### config.mk
export PLATFORM = sky130hd
export DESIGN_NAME = uef_uart
export DESIGN_NICKNAME = d
export VERILOG_FILES = /design/src/hdl/uef_pkg.sv /design/src/hdl/uef_uart.sv /design/src/hdl/uef_baud.sv /design/src/hdl/uef_fifo.sv
export SDC_FILE = /design/constraint.sdc
export NUM_CORES = 1
export LEC_CHECK = 0
export ABC_AREA = 1
export BUFFER_PORTS_ARGS = -buffer_cell sky130_fd_sc_hd__buf_4
export CORE_ASPECT_RATIO = 0.8
export CORE_MARGIN = 2
export CORE_UTILIZATION = 54
export CTS_CLUSTER_SIZE = 25
export DETAILED_ROUTE_END_ITERATION = 10
export PLACE_DENSITY = 0.82
export SLEW_MARGIN = 20
export SYNTH_ARGS = -nofsm -noshare
export SYNTH_HDL_FRONTEND = slang
export SYNTH_SLANG_ARGS = --single-unit
### constraint.sdc
create_clock -name hclk -period 6.5 [get_ports hclk]
set_input_delay 0.65 -clock hclk [delete_from_list [all_inputs] [get_ports hclk]]
set_output_delay 0.65 -clock hclk [all_outputs]
set_load 0.03 [all_outputs]
### src/hdl/uef_pkg.sv
package uef_pkg;
   // ----------------------------------------
   // register byte offsets
   // ----------------------------------------
   localparam logic [7:0] A_MODE  = 8'h00;
   localparam logic [7:0] A_STATE = 8'h04;
   localparam logic [7:0] A_TXW   = 8'h08;
   localparam logic [7:0] A_RXR   = 8'h0c;
   localparam logic [7:0] A_BAUD  = 8'h10;
   // ----------------------------------------
   // line_mode_reg fields
   // ----------------------------------------
   localparam int B_ON   = 15;
   localparam int B_LOOP = 6;
   localparam int B_FMT  = 1;
   localparam int B_STOP = 0;
   // ----------------------------------------
   // line_state_reg fields
   // ----------------------------------------
   localparam int B_TXIS = 15;
   localparam int B_BRK  = 11;
   localparam int B_TXA  = 10;
   localparam int B_TXF  = 9;
   localparam int B_TSE  = 8;
   localparam int B_RXIS = 6;
   localparam int B_ADDR = 5;
   localparam int B_RQ   = 4;
   localparam int B_PE   = 3;
   localparam int B_FE   = 2;
   localparam int B_OE   = 1;
   localparam int B_RXW  = 0;
   // ----------------------------------------
   // reset values, formats, timing
   // ----------------------------------------
   localparam logic [15:0] RST_DIV  = 16'h0000;
   localparam logic [1:0]  RST_FMT  = 2'h0;
   localparam logic [1:0]  FMT_8E   = 2'h1;
   localparam logic [1:0]  FMT_8O   = 2'h2;
   localparam logic [1:0]  FMT_9N   = 2'h3;
   localparam logic [1:0]  RXIS_3   = 2'h2;
   localparam logic [1:0]  RXIS_4   = 2'h3;
   localparam int          FIFO_D   = 4;
   localparam logic [3:0]  SUB_LAST = 4'hf;
   localparam logic [3:0]  SUB_MID  = 4'h7;
   typedef enum logic [2:0] {TX_IDLE, TX_WAIT, TX_START, TX_DATA, TX_PAR, TX_STOP} uef_tx_t;
   typedef enum logic [2:0] {RX_IDLE, RX_START, RX_DATA, RX_PAR, RX_STOP} uef_rx_t;
endpackage : uef_pkg

### src/hdl/uef_uart.sv
// Register access over AHB-Lite and the address map are this design's own decisions.
`timescale 1ns/1ns
// Notes on behaviour
// - enabled, transmit pin is driven output and receive pin is input.
// - transmit line idles high when no character is being sent.
// - reset leaves module off; off, pins follow port latch and direction.
// - disabling empties both buffers and restarts the baud counter.
// - disable clears data, error, enable, break, full flags; sets idle flags.
// - disable keeps address detect, irq selects, mode and divisor.
// - clearing module_on aborts activity; setting it resumes same configuration.
// - format_select picks 8 bits even, odd, none, or 9 bits none.
// - stop_count_select picks one or two stop bits.
// - power-on format is eight data bits, no parity, one stop.
// - module_on is bit 15 of line_mode_reg.
// - written byte loads shifter at once, shifting on next baud edge.
// - data queued before tx_allow starts shifting immediately when allowed.
// - tx irq follows tx_irq_select, bit 15 of line_state_reg.
// - bit timing from 16-bit divisor on the instruction clock.
// - four word transmit buffer and four word receive buffer.
// - parity, framing and overrun errors each have a flag.
// - address mode in 9-bit format interrupts only on words with ninth bit one.
// - loopback routes transmitter output to receiver internally.
// - select clear: irq each move to shifter; set: only when buffer empties.
// - write to full transmit buffer is ignored.
module uef_uart
   import uef_pkg::*;
(
   input  wire logic        hclk,           // clock
   input  wire logic        hresetn,        // async reset
   input  wire logic        hsel,           // slave select
   input  wire logic [31:0] haddr,          // address
   input  wire logic [1:0]  htrans,         // transfer type
   input  wire logic        hwrite,         // write
   input  wire logic [2:0]  hsize,          // size
   input  wire logic [31:0] hwdata,         // write data
   input  wire logic        hready,         // bus ready
   output logic             hreadyout,      // slave ready
   output logic             hresp,          // response
   output logic [31:0]      hrdata,         // read data
   input  wire logic [1:0]  port_latch,     // port latch, [0] tx pin
   input  wire logic [1:0]  port_direction, // 1 = input, [0] tx pin
   input  wire logic        tx_pin_i,       // tx pin level (unused)
   output logic             tx_pin_o,       // tx pin drive
   output logic             tx_pin_oe,      // tx pin enable
   input  wire logic        rx_pin_i,       // rx pin level
   output logic             rx_pin_o,       // rx pin drive
   output logic             rx_pin_oe,      // rx pin enable
   output logic             tx_irq,         // transmit irq pulse
   output logic             rx_irq          // receive irq pulse
);
   typedef struct packed
   {
      logic        on;
      logic        loop;
      logic [1:0]  fmt;
      logic        stop;
      logic [15:0] div;
      logic        txis;
      logic        brk;
      logic        txa;
      logic        txa_q;
      logic [1:0]  rxis;
      logic        addr;
      logic        overrun_flag;
      uef_tx_t     tst;
      logic [3:0]  tsub;
      logic [3:0]  tcnt;
      logic [8:0]  tsh;
      logic        tpar;
      logic        txd;
      uef_rx_t     rst;
      logic [3:0]  rsub;
      logic [3:0]  rcnt;
      logic [8:0]  rsh;
      logic        rperr;
      logic        rferr;
      logic        rx_m;
      logic        rx_s;
      logic        rx_p;
      logic        dw;
      logic [7:0]  da;
      logic [31:0] hrdata;
      logic        tirq;
      logic        rirq;
   } uef_st_t;
   uef_st_t     s;
   uef_st_t     n;
   logic        tick;
   logic        tf_push;
   logic        tf_pop;
   logic [8:0]  tf_rdata;
   logic        tf_full;
   logic        tf_empty;
   logic [2:0]  tf_count;
   logic        rf_push;
   logic        rf_pop;
   logic [10:0] rf_wdata;
   logic [10:0] rf_rdata;
   logic        rf_full;
   logic        rf_empty;
   logic [2:0]  rf_count;
   logic        sel;
   logic        rxin;
   logic        tbit;
   logic        rbit;
   logic        load;
   logic        nine;
   logic        parity;
   logic        parity_error_flag;
   logic        frame_error_flag;
   logic        rquiet;
   logic        tse;
   logic [15:0] mode_rd;
   logic [15:0] state_rd;

   // ----------------------------------------
   // shared pieces
   // ----------------------------------------
   uef_baud #(.W(16)) u_baud
   (
      .hclk    (hclk),
      .hresetn (hresetn),
      .clr     (!s.on),
      .div     (s.div),
      .tick    (tick)
   );

   uef_fifo #(.W(9), .D(FIFO_D)) u_txf
   (
      .hclk    (hclk),
      .hresetn (hresetn),
      .clr     (!s.on),
      .push    (tf_push),
      .wdata   (hwdata[8:0]),
      .pop     (tf_pop),
      .rdata   (tf_rdata),
      .full    (tf_full),
      .empty   (tf_empty),
      .count   (tf_count)
   );

   uef_fifo #(.W(11), .D(FIFO_D)) u_rxf
   (
      .hclk    (hclk),
      .hresetn (hresetn),
      .clr     (!s.on),
      .push    (rf_push),
      .wdata   (rf_wdata),
      .pop     (rf_pop),
      .rdata   (rf_rdata),
      .full    (rf_full),
      .empty   (rf_empty),
      .count   (rf_count)
   );

   // ----------------------------------------
   // pins and status
   // ----------------------------------------
   assign hreadyout = 1'b1;
   assign hresp     = 1'b0;
   assign hrdata    = s.hrdata;
   assign tx_irq    = s.tirq;
   assign rx_irq    = s.rirq;
   assign tx_pin_o  = s.on ? s.txd : port_latch[0];
   assign tx_pin_oe = s.on || !port_direction[0];
   assign rx_pin_o  = port_latch[1];
   assign rx_pin_oe = !s.on && !port_direction[1];
   assign rxin      = s.loop ? s.txd : s.rx_s;
   assign sel       = hsel && htrans[1] && hready;
   assign tbit      = tick && s.tsub == SUB_LAST;
   assign rbit      = tick && s.rsub == SUB_LAST;
   assign nine      = s.fmt == FMT_9N;
   assign parity    = s.fmt == FMT_8E || s.fmt == FMT_8O;
   assign parity_error_flag      = rf_rdata[9] && !rf_empty;
   assign frame_error_flag      = rf_rdata[10] && !rf_empty;
   assign rquiet    = s.rst == RX_IDLE;
   assign tse       = s.tst == TX_IDLE;
   assign mode_rd   = {s.on, 8'h00, s.loop, 3'h0, s.fmt, s.stop};
   assign state_rd  = {s.txis, 3'h0, s.brk, s.txa, tf_full, tse, s.rxis, s.addr, rquiet, parity_error_flag, frame_error_flag,
                       s.overrun_flag, !rf_empty};
   assign tf_push   = s.dw && s.da == A_TXW && s.on;
   assign rf_pop    = sel && !hwrite && haddr[7:0] == A_RXR;
   assign load      = tse && s.txa && !tf_empty;
   assign tf_pop    = load;

   // ----------------------------------------
   // next state
   // ----------------------------------------
   always_comb
   begin
      n        = s;
      rf_push  = 1'b0;
      rf_wdata = {s.rferr, s.rperr, nine ? s.rsh : {1'b0, s.rsh[8:1]}};
      n.rx_m   = rx_pin_i;
      n.rx_s   = s.rx_m;
      n.rx_p   = rxin;
      n.txa_q  = s.txa;
      n.tirq   = 1'b0;
      n.rirq   = 1'b0;
      n.dw     = sel && hwrite;
      n.da     = haddr[7:0];
      if (sel && !hwrite)
      begin
         unique case (haddr[7:0])
            A_MODE  : n.hrdata = {16'h0000, mode_rd};
            A_STATE : n.hrdata = {16'h0000, state_rd};
            A_RXR   : n.hrdata = {23'h000000, rf_rdata[8:0]};
            A_BAUD  : n.hrdata = {16'h0000, s.div};
            default : n.hrdata = 32'h00000000;
         endcase
      end
      if (s.dw)
      begin
         unique case (s.da)
            A_MODE :
            begin
               n.on   = hwdata[B_ON];
               n.loop = hwdata[B_LOOP];
               n.fmt  = hwdata[B_FMT +: 2];
               n.stop = hwdata[B_STOP];
            end
            A_STATE :
            begin
               n.txis = hwdata[B_TXIS];
               n.brk  = hwdata[B_BRK] && s.on;
               n.txa  = hwdata[B_TXA] && s.on;
               n.rxis = hwdata[B_RXIS +: 2];
               n.addr = hwdata[B_ADDR];
               if (!hwdata[B_OE])
                  n.overrun_flag = 1'b0;
            end
            A_BAUD :
               n.div = hwdata[15:0];
            default :
               n.div = s.div;
         endcase
      end
      // transmitter
      if (tick)
         n.tsub = s.tsub + 1'b1;
      unique case (s.tst)
         TX_IDLE :
         begin
            n.tsub = '0;
            if (load)
            begin
               n.tsh  = tf_rdata;
               n.tpar = ^tf_rdata[7:0] ^ (s.fmt == FMT_8O);
               n.tcnt = '0;
               n.tst  = s.txa_q ? TX_WAIT : TX_START;
               n.tirq = !s.txis || tf_count == 3'h1;
            end
         end
         TX_WAIT :
         begin
            n.tsub = '0;
            if (tick)
               n.tst = TX_START;
         end
         TX_START :
            if (tbit)
               n.tst = TX_DATA;
         TX_DATA :
            if (tbit)
            begin
               n.tsh  = {1'b0, s.tsh[8:1]};
               n.tcnt = s.tcnt + 1'b1;
               if (s.tcnt == (nine ? 4'h8 : 4'h7))
               begin
                  n.tcnt = '0;
                  n.tst  = parity ? TX_PAR : TX_STOP;
               end
            end
         TX_PAR :
            if (tbit)
               n.tst = TX_STOP;
         TX_STOP :
            if (tbit)
            begin
               n.tcnt = s.tcnt + 1'b1;
               if (s.tcnt == {3'h0, s.stop})
                  n.tst = TX_IDLE;
            end
      endcase
      unique case (s.tst)
         TX_START : n.txd = 1'b0;
         TX_DATA  : n.txd = s.tsh[0];
         TX_PAR   : n.txd = s.tpar;
         default  : n.txd = 1'b1;
      endcase
      if (s.brk)
         n.txd = 1'b0;
      // receiver
      if (tick)
         n.rsub = s.rsub + 1'b1;
      unique case (s.rst)
         RX_IDLE :
            if (s.rx_p && !rxin && !s.overrun_flag)
            begin
               n.rst   = RX_START;
               n.rsub  = '0;
               n.rperr = 1'b0;
               n.rferr = 1'b0;
            end
         RX_START :
            if (tick && s.rsub == SUB_MID)
            begin
               n.rsub = '0;
               n.rcnt = '0;
               n.rst  = rxin ? RX_IDLE : RX_DATA;
            end
         RX_DATA :
            if (rbit)
            begin
               n.rsh  = {rxin, s.rsh[8:1]};
               n.rcnt = s.rcnt + 1'b1;
               if (s.rcnt == (nine ? 4'h8 : 4'h7))
               begin
                  n.rcnt = '0;
                  n.rst  = parity ? RX_PAR : RX_STOP;
               end
            end
         RX_PAR :
            if (rbit)
            begin
               n.rperr = rxin != (^s.rsh[8:1] ^ (s.fmt == FMT_8O));
               n.rst   = RX_STOP;
            end
         RX_STOP :
            if (rbit)
            begin
               n.rferr = s.rferr || !rxin;
               n.rcnt  = s.rcnt + 1'b1;
               if (s.rcnt == {3'h0, s.stop})
               begin
                  n.rst       = RX_IDLE;
                  rf_wdata[10] = s.rferr || !rxin;
                  rf_push     = !rf_full;
                  if (rf_full)
                     n.overrun_flag = 1'b1;
                  if (s.addr && nine)
                     n.rirq = s.rsh[8];
                  else
                     n.rirq = !rf_full && (!s.rxis[1] || (s.rxis == RXIS_3 && rf_count == 3'h2)
                              || (s.rxis == RXIS_4 && rf_count == 3'h3));
               end
            end
      endcase
      if (!s.on)
      begin
         n.txa  = 1'b0;
         n.brk  = 1'b0;
         n.overrun_flag = 1'b0;
         n.tst  = TX_IDLE;
         n.rst  = RX_IDLE;
         n.tirq = 1'b0;
         n.rirq = 1'b0;
         n.txd  = 1'b1;
      end
   end

   always_ff @(posedge hclk or negedge hresetn)
   begin
      if (!hresetn)
      begin
         s      <= '0;
         s.fmt  <= RST_FMT;
         s.div  <= RST_DIV;
         s.txd  <= 1'b1;
         s.rx_m <= 1'b1;
         s.rx_s <= 1'b1;
         s.rx_p <= 1'b1;
      end
      else
         s <= n;
   end

   // ----------------------------------------
   // checks
   // ----------------------------------------
   property p_idle_high;
      @(posedge hclk) disable iff (!hresetn) s.on && tse && !s.brk && $past(tse) && !$past(s.brk) |-> tx_pin_o;
   endproperty
   a_idle_high: assert property (p_idle_high) else $error("tx line not high when idle");

   property p_pins_on;
      @(posedge hclk) disable iff (!hresetn) s.on |-> tx_pin_oe && !rx_pin_oe;
   endproperty
   a_pins_on: assert property (p_pins_on) else $error("pin directions wrong when on");

   property p_pins_off;
      @(posedge hclk) disable iff (!hresetn) !s.on |-> tx_pin_oe == !port_direction[0] && tx_pin_o == port_latch[0];
   endproperty
   a_pins_off: assert property (p_pins_off) else $error("port control lost when off");

   property p_disable_flags;
      @(posedge hclk) disable iff (!hresetn) $fell(s.on) |-> ##1 !tf_full && tse && rquiet && !rf_empty == 1'b0
         && !s.txa && !s.overrun_flag && !s.brk;
   endproperty
   a_disable_flags: assert property (p_disable_flags) else $error("disable left flags set");

   property p_disable_keeps;
      @(posedge hclk) disable iff (!hresetn) !s.on && !s.dw |=> $stable(s.div) && $stable(s.fmt) && $stable(s.stop)
         && $stable(s.rxis) && $stable(s.txis) && $stable(s.addr);
   endproperty
   a_disable_keeps: assert property (p_disable_keeps) else $error("disable changed configuration");

   property p_enable_write;
      @(posedge hclk) disable iff (!hresetn) s.dw && s.da == A_MODE ##0 hwdata[B_ON] |=> s.on;
   endproperty
   a_enable_write: assert property (p_enable_write) else $error("module_on not set by write");

   property p_start_low;
      @(posedge hclk) disable iff (!hresetn) s.tst == TX_START && !s.brk && s.on |=> s.txd == 1'b0;
   endproperty
   a_start_low: assert property (p_start_low) else $error("start bit not low");

   property p_tx_irq;
      @(posedge hclk) disable iff (!hresetn) tx_irq |-> $past(load) && (!$past(s.txis) || $past(tf_count) == 3'h1);
   endproperty
   a_tx_irq: assert property (p_tx_irq) else $error("tx irq without proper move");

   property p_txa_gate;
      @(posedge hclk) disable iff (!hresetn) !s.on |=> !s.txa;
   endproperty
   a_txa_gate: assert property (p_txa_gate) else $error("tx_allow set while off");

   c_frame: cover property (@(posedge hclk) s.tst == TX_STOP ##1 s.tst == TX_IDLE);
   c_rx_word: cover property (@(posedge hclk) rf_push);
   c_overrun: cover property (@(posedge hclk) $rose(s.overrun_flag));
endmodule : uef_uart

### src/hdl/uef_baud.sv
`timescale 1ns/1ns
module uef_baud #(parameter int W = 16)
(
   input  wire logic         hclk,    // clock
   input  wire logic         hresetn, // async reset
   input  wire logic         clr,     // restart from zero
   input  wire logic [W-1:0] div,     // divisor
   output logic              tick     // one per div+1 clocks
);
   typedef struct packed {logic [W-1:0] cnt;} uef_bst_t;
   uef_bst_t s;
   uef_bst_t n;

   assign tick = !clr && s.cnt == div;

   always_comb
   begin
      n = s;
      if (clr || tick)
         n.cnt = '0;
      else
         n.cnt = s.cnt + 1'b1;
   end

   always_ff @(posedge hclk or negedge hresetn)
   begin
      if (!hresetn)
         s <= '0;
      else
         s <= n;
   end

   property p_clr_restart;
      @(posedge hclk) disable iff (!hresetn) clr ##1 !clr |-> s.cnt == 0 && tick == (div == 0);
   endproperty
   a_clr_restart: assert property (p_clr_restart) else $error("baud not restarted");
endmodule : uef_baud

### src/hdl/uef_fifo.sv
`timescale 1ns/1ns
module uef_fifo #(parameter int W = 9, parameter int D = 4, localparam int A = $clog2(D))
(
   input  wire logic         hclk,    // clock
   input  wire logic         hresetn, // async reset
   input  wire logic         clr,     // empty at once
   input  wire logic         push,    // write strobe
   input  wire logic [W-1:0] wdata,   // write word
   input  wire logic         pop,     // read strobe
   output logic [W-1:0]      rdata,   // head word
   output logic              full,    // no room
   output logic              empty,   // no data
   output logic [A:0]        count    // words held
);
   typedef struct packed
   {
      logic [D-1:0][W-1:0] mem;
      logic [A-1:0]        rp;
      logic [A-1:0]        wp;
      logic [A:0]          cnt;
   } uef_fst_t;
   uef_fst_t s;
   uef_fst_t n;
   logic     do_push;
   logic     do_pop;

   assign full    = s.cnt == (A+1)'(D);
   assign empty   = s.cnt == '0;
   assign count   = s.cnt;
   assign rdata   = s.mem[s.rp];
   assign do_push = push && !full;
   assign do_pop  = pop && !empty;

   always_comb
   begin
      n = s;
      if (do_push)
      begin
         n.mem[s.wp] = wdata;
         n.wp        = s.wp + 1'b1;
      end
      if (do_pop)
         n.rp = s.rp + 1'b1;
      n.cnt = s.cnt + (A+1)'(do_push) - (A+1)'(do_pop);
      if (clr)
      begin
         n.rp  = '0;
         n.wp  = '0;
         n.cnt = '0;
      end
   end

   always_ff @(posedge hclk or negedge hresetn)
   begin
      if (!hresetn)
         s <= '0;
      else
         s <= n;
   end

   property p_full_ignored;
      @(posedge hclk) disable iff (!hresetn) push && full && !pop && !clr |=> full && $stable(s.wp);
   endproperty
   a_full_ignored: assert property (p_full_ignored) else $error("write to full fifo taken");
endmodule : uef_fifo

=== Yosys cells after proc, flatten, opt, wreduce, memory -nomap -nowiden ===
Index checks and enable logic that the tools add are counted.

* Bits in registers: 229
* Logic and storage cells: 297

* $add $sub $neg: 13
* $lt $le $gt $ge: 6
* Equal/unequal tests: 63
* Multiplexer cells: 89
* Bitwise gates (word level): 2
* Reduce and logical (&&, ||, !) cells: 77

{| class="wikitable"
|+ Operators with widths
! cell !! count
|-
| 16-bit one-hot mux with 4 select lines || 1
|-
| 44-bit bitwise mux || 1
|-
| 3-bit two-way mux || 14
|-
| 4-bit two-way mux || 10
|-
| 3-bit inequality test (second input constant) || 13
|-
| 36-bit bitwise mux || 1
|-
| 11-bit two-way mux || 3
|-
| 1-bit logical AND || 30
|-
| 9-bit two-way mux || 3
|-
| 13-bit two-way mux || 2
|-
| 1-bit two-way mux || 25
|-
| 4-bit one-hot mux with 3 select lines || 2
|-
| 11-bit binary-select mux with 2-bit select || 1
|-
| 11-bit demux with 2-bit select || 1
|-
| 2-bit two-way mux || 11
|-
| 7-bit two-way mux || 3
|-
| 9-bit binary-select mux with 2-bit select || 1
|-
| 9-bit demux with 2-bit select || 1
|-
| 3-bit by 2-bit == test with 1-bit output (second input constant) || 6
|-
| 3-bit one-hot mux with 6 select lines || 1
|-
| 9-bit one-hot mux with 2 select lines || 1
|-
| 16-bit by 1-bit adder with 16-bit output (second input constant) || 1
|-
| 4-bit by 1-bit adder with 4-bit output (second input constant) || 4
|-
| 16-bit == test || 1
|-
| 40 further kinds || 113
|}

=== Depth between registers and ports, before layout ===
* Depth in word-level cells: 10
* Gate-level depth with buffers: 15
* Depth with buffers taken out: 15

=== Cells and area by module ===
Synthesis repeated with hierarchy kept, for this count alone.

* Cells, all modules: 1555
* Area, all modules: 11931.4 µm²

{| class="wikitable"
|+ Modules (own cells, without submodules)
! module !! instances !! cells an instance !! area an instance (µm²) !! seq. area each (µm²)
|-
| uef_uart || 1 || 787 || 5909.4 || 2582.5
|-
| uef_fifo (u_rxf) || 1 || 318 || 2611.3 || 1276.2
|-
| uef_fifo (u_txf) || 1 || 271 || 2239.6 || 1076.0
|-
| uef_baud || 1 || 179 || 1171.1 || 400.4
|}

=== Least setup slack after synthesis ===
No wires, ideal clock.

* Path type: input port to flip-flop
* Start point: input haddr[1]
* End point: register u_rxf.s, in the netlist u_rxf.count[2]
* Arrival time: 2.600 ns
* Required time: 6.414 ns
* Path slack: 3.814 ns
* Stages on the path: 10
* Path buffers: 0
* Path through: nor2_1 -> inv_1 -> nor4_1 -> nor3b_2 -> ha_1 -> inv_1 -> ha_1 -> fa_1 -> and3_1 -> nor3_1

{| class="wikitable"
|+ RTL lines
! what !! RTL line !! source
|-
| from (decl) || uef_uart.sv:31 || <nowiki>input wire logic [31:0] haddr,</nowiki>
|-
| to (signal assigned) || uef_fifo.sv:58 || <nowiki>s <= n;</nowiki>
|-
| to (decl) || uef_fifo.sv:22 || <nowiki>uef_fst_t s;</nowiki>
|}

==> flow_summary_export.csv <==
group,metric,value,unit
run_status,status,"finished, final reports clean",
synthesis,synth_top_family_by_area,"simple AND/OR/NAND/NOR gates",
critical_path,worstSetupStartpointType,"register",
power_and_ir_drop,switching_share,32.6,%
synthesis,synth_cell_types,49,
layout,ff_latch_area,5340,um^2
global_routing,grt_max_degree,81,
critical_path,crit_path_max_incr_delay,0.69,ns
floorplan,fp.dieW,165,um
layout,insertedDiodeCount,0,
power_and_ir_drop,combPwrFrac,21.3,%
synthesis,yosys_warnings,0,
critical_path,critical_path_arrival,3.92,ns
timing,rsz0062_at_grt,"false",
place,port_buffers,54,
critical_path,slowest_stage,"nand3_1",
timing,hold_viol_final,0,
synthesis,ys_ff_latch,213,
floorplan,start_util,55.6,%
power_and_ir_drop,seq_power_share,43.8,%
clock_tree,cts_tree,"yes",
clock_tree,hold_buffers,0,
clock_tree,clkTransAtPathRegs,0.06,ns
layout,final_cells,1685,
timing,slew_headroom,35.9,%
synthesis,synthAdderAreaFrac,2.49,%
floorplan,core,20000,um^2
synthesis,syn_inst,1380,
floorplan,dieArea,21800,um^2
clock_tree,root_buffer,"clkbuf_16",
floorplan,fp-row-count,46,
timing,timing.final.crit_share,54.1,%
clock_tree,cts_resized,0,
power_and_ir_drop,p_sw,1.16,mW
job,cap_violations,0,
route,post_drt_wl_per_cell,16.3,um
global_routing,overflow,0,
route,postRouteAntennaNets,0,
critical_path,reg2reg_depth,12,
clock_tree,clock-sinks,213,
clock_tree,cts_buffers,23,
clock_tree,htree_levels,1,
timing,min_period,3.52,ns
synthesis,synth_area,11100,um^2
clock_tree,clk_latency,0.53,ns
global_routing,antenna_found_initial,0,
timing,whs,0.107,ns
route,drt_iter0_drc,1056,
timing,final-setup-viol-count,0,
layout,fin_nets,1508,
synthesis,synth_compound_area_share,12.6,%
global_routing,grt_pass1_wl,44.2,mm
floorplan,die_y,132,um
clock_tree,clockBufferDepth,3,
place,placed_cells,1646,
power_and_ir_drop,leakage,6.08,nW
timing,timing.fmax,284,MHz
synthesis,synthSimpleGateAreaFrac,23.9,%
power_and_ir_drop,power.internal,2.39,mW
synthesis,synth_xor_area_share,2.44,%
floorplan,top_level_ports,120,
critical_path,cp-end-kind,"register",
layout,synthToLayoutAreaGrowth,9.77,%
synthesis,synthMuxAreaShare,1.10,%
critical_path,path_max_fanout,24,
global_routing,grt_pass1_vias,8824,
layout,drive_gt1_share,9.01,%
synthesis,avgSynthCellArea,8.07,um^2
route,wl,27.4,mm
layout,fillers,1675,
route,drcViolationCount,0,
synthesis,yosysSeqAreaShare,47.9,%
critical_path,required,6.90,ns
place,hpwl,18.8,mm
route,vias,9529,
place,gp_congestion,0.892,
power_and_ir_drop,p_clk_share,34.9,%
critical_path,criticalPathCategory,"reg -> reg",
hold_path,hold_path.class,"in -> async",
route,viasPerCell,5.66,
layout,multi_input_area,4800,um^2
power_and_ir_drop,power_density,290,nW/um^2
critical_path,crit_top_cell,"inv_1",
critical_path,path_cells,"nor2_1 > inv_1 > nor2_1 > nand3_1 > inv_1 > ha_1 > inv_1 > ha_1 > inv_1 > fa_1 > o21ai_0 > a21oi_1",
timing,finClkSkew,0.0244,ns
timing,fin_tns_setup,0,ns
global_routing,grt_usage,25.2,%
route,dr.pass1.iters,5,
clock_tree,cts_setup_buffers,0,
timing,tightest_slew,0.957,ns
power_and_ir_drop,peakVddDrop,0.190,mV
timing,final_max_slew_viol_count,0,
## through the flow
| stage | utilization, % | setup WS, ns | power [mW] | cell area [um^2] |
|---|---|---|---|---|
| after floorplan | - | 3.81 | 2.10 | 11200 |
| after global placement | 57.5 | 2.96 | 2.28 | 11500 |
| after detailed placement | 57.5 | 2.85 | 2.31 | 11500 |
| after CTS | 61.0 | 3.06 | 3.54 | 12200 |
| after global routing | 61.1 | 2.72 | 3.73 | 12200 |
| final | 61.1 | 2.98 | 3.55 | 12200 |
## cells in the final DEF (no fill, tap or decap), types with 23 or more instances in the layout
cell | Yosys | final
o21a_1 | 24 | 24
nand3_1 | 73 | 73
clkbuf_16 | 0 | 23
a21oi_1 | 45 | 45
nor2_1 | 124 | 124
nand4_1 | 27 | 27
inv_1 | 146 | 146
o21ai_1 | 41 | 41
dfrtp_1 | 209 | 209
o21ai_0 | 93 | 93
nand2_1 | 352 | 352
buf_4 | 35 | 60
## sequential cells by signal (all words and copies together) (netlist names)
register,cells
hrdata,16
mode_rd,5
n,2
rf_wdata,1
rx_irq,1
s,77
tx_irq,1
u_baud.s,16
u_rxf.count,3
u_rxf.s,48
u_txf.count,3
u_txf.s,40
## logic make-up (layout without fill, tap and decap cells)
family | count (synthesis) | after routing
flip-flops | 213 | 213
adder cells (fa/ha/maj) | 21 | 21
AO/OA/AOI/OAI | 249 | 249
other | 2 | 18
multiplexers | 11 | 11
AND/OR/NAND/NOR | 623 | 623
XOR/XNOR | 31 | 31
buffers and inverters | 230 | 255
## per-layer routing
layer	part of all wire, %	global-route usage [%]	up-vias
met5	0	0	-
met4	2.4	6.81	0
met3	8.8	4.42	49
met2	45	38.6	417
met1	44	37.2	4563
li1	-	-	4500
## Yosys cell counts (all sizes together)
cell     number  area share [%]
conb          2           0.067
ha           19             2.1
a32oi         1           0.079
nor2        126             4.4
nand3b        2            0.13
o2111ai       1           0.079
clkbuf       27            0.92
inv         149             5.0
o21a         24             1.6
dfrtp       209              47
o221ai        1           0.079
nand3        79             3.8
nor3b         2            0.18
a31oi         2            0.11
clkinv        5            0.17
or2           4            0.22
nand4        28             1.7
o21ai       134             6.0
o211ai       11            0.74
o22ai        19             1.1
nor3         23             1.2
mux2         10             1.0
xor2         21             1.7
fa            2            0.36
and3          1           0.056
nand2       355              12
dfstp         4            0.94
a211oi        2            0.13
a22o          1           0.079
a221oi        2            0.16
o31ai         6            0.40
xnor2        10            0.79
buf          49             3.4
a21oi        45             2.0
mux2i         1           0.090
nor4          3            0.17
## layout make-up
| cell class | instances | share of cell area, % |
|---|---|---|
| Clock inverter | 3 | 0.276 |
| Clock buffer | 36 | 5.51 |
| Multi-Input combinational cell | 953 | 39.3 |
| Tap cell | 264 | 2.70 |
| Inverter | 154 | 4.73 |
| Timing Repair Buffer | 62 | 3.89 |
| Sequential cell | 213 | 43.6 |
## power by group through the flow
stage / clock network (mW) / logic [mW] / registers (mW)
floorplan: 0 / 0.590 / 1.51
global placement: 0 / 0.712 / 1.56
detailed placement: 0 / 0.739 / 1.57
CTS: 1.25 / 0.747 / 1.55
global route: 1.30 / 0.863 / 1.57
finish: 1.24 / 0.756 / 1.55
## critical path: cells and delay by family, from the launching register on
kind	cells	cell delay (ns)
adder cells (fa/ha/maj)	3	0.80
AO/OA/AOI/OAI	2	0.25
flip-flops	1	0.44
AND/OR/NAND/NOR	3	1.23
buffers and inverters	4	0.67
## path summary, 6_finish.rpt
check	startpoint	end	slack (ns)
hold reg to reg	n[44]	s[44]	0.36
setup / recovery	s[88]	u_txf.count[2]	2.98
min in group hclk	haddr[7]	s[41]	0.23
setup reg to reg	s[88]	u_txf.count[2]	2.98
hold / removal	hresetn	u_rxf.s[20]	0.11
max in group asynchronous	hresetn	u_txf.s[18]	5.12
(Power assumes the default switching activity.)
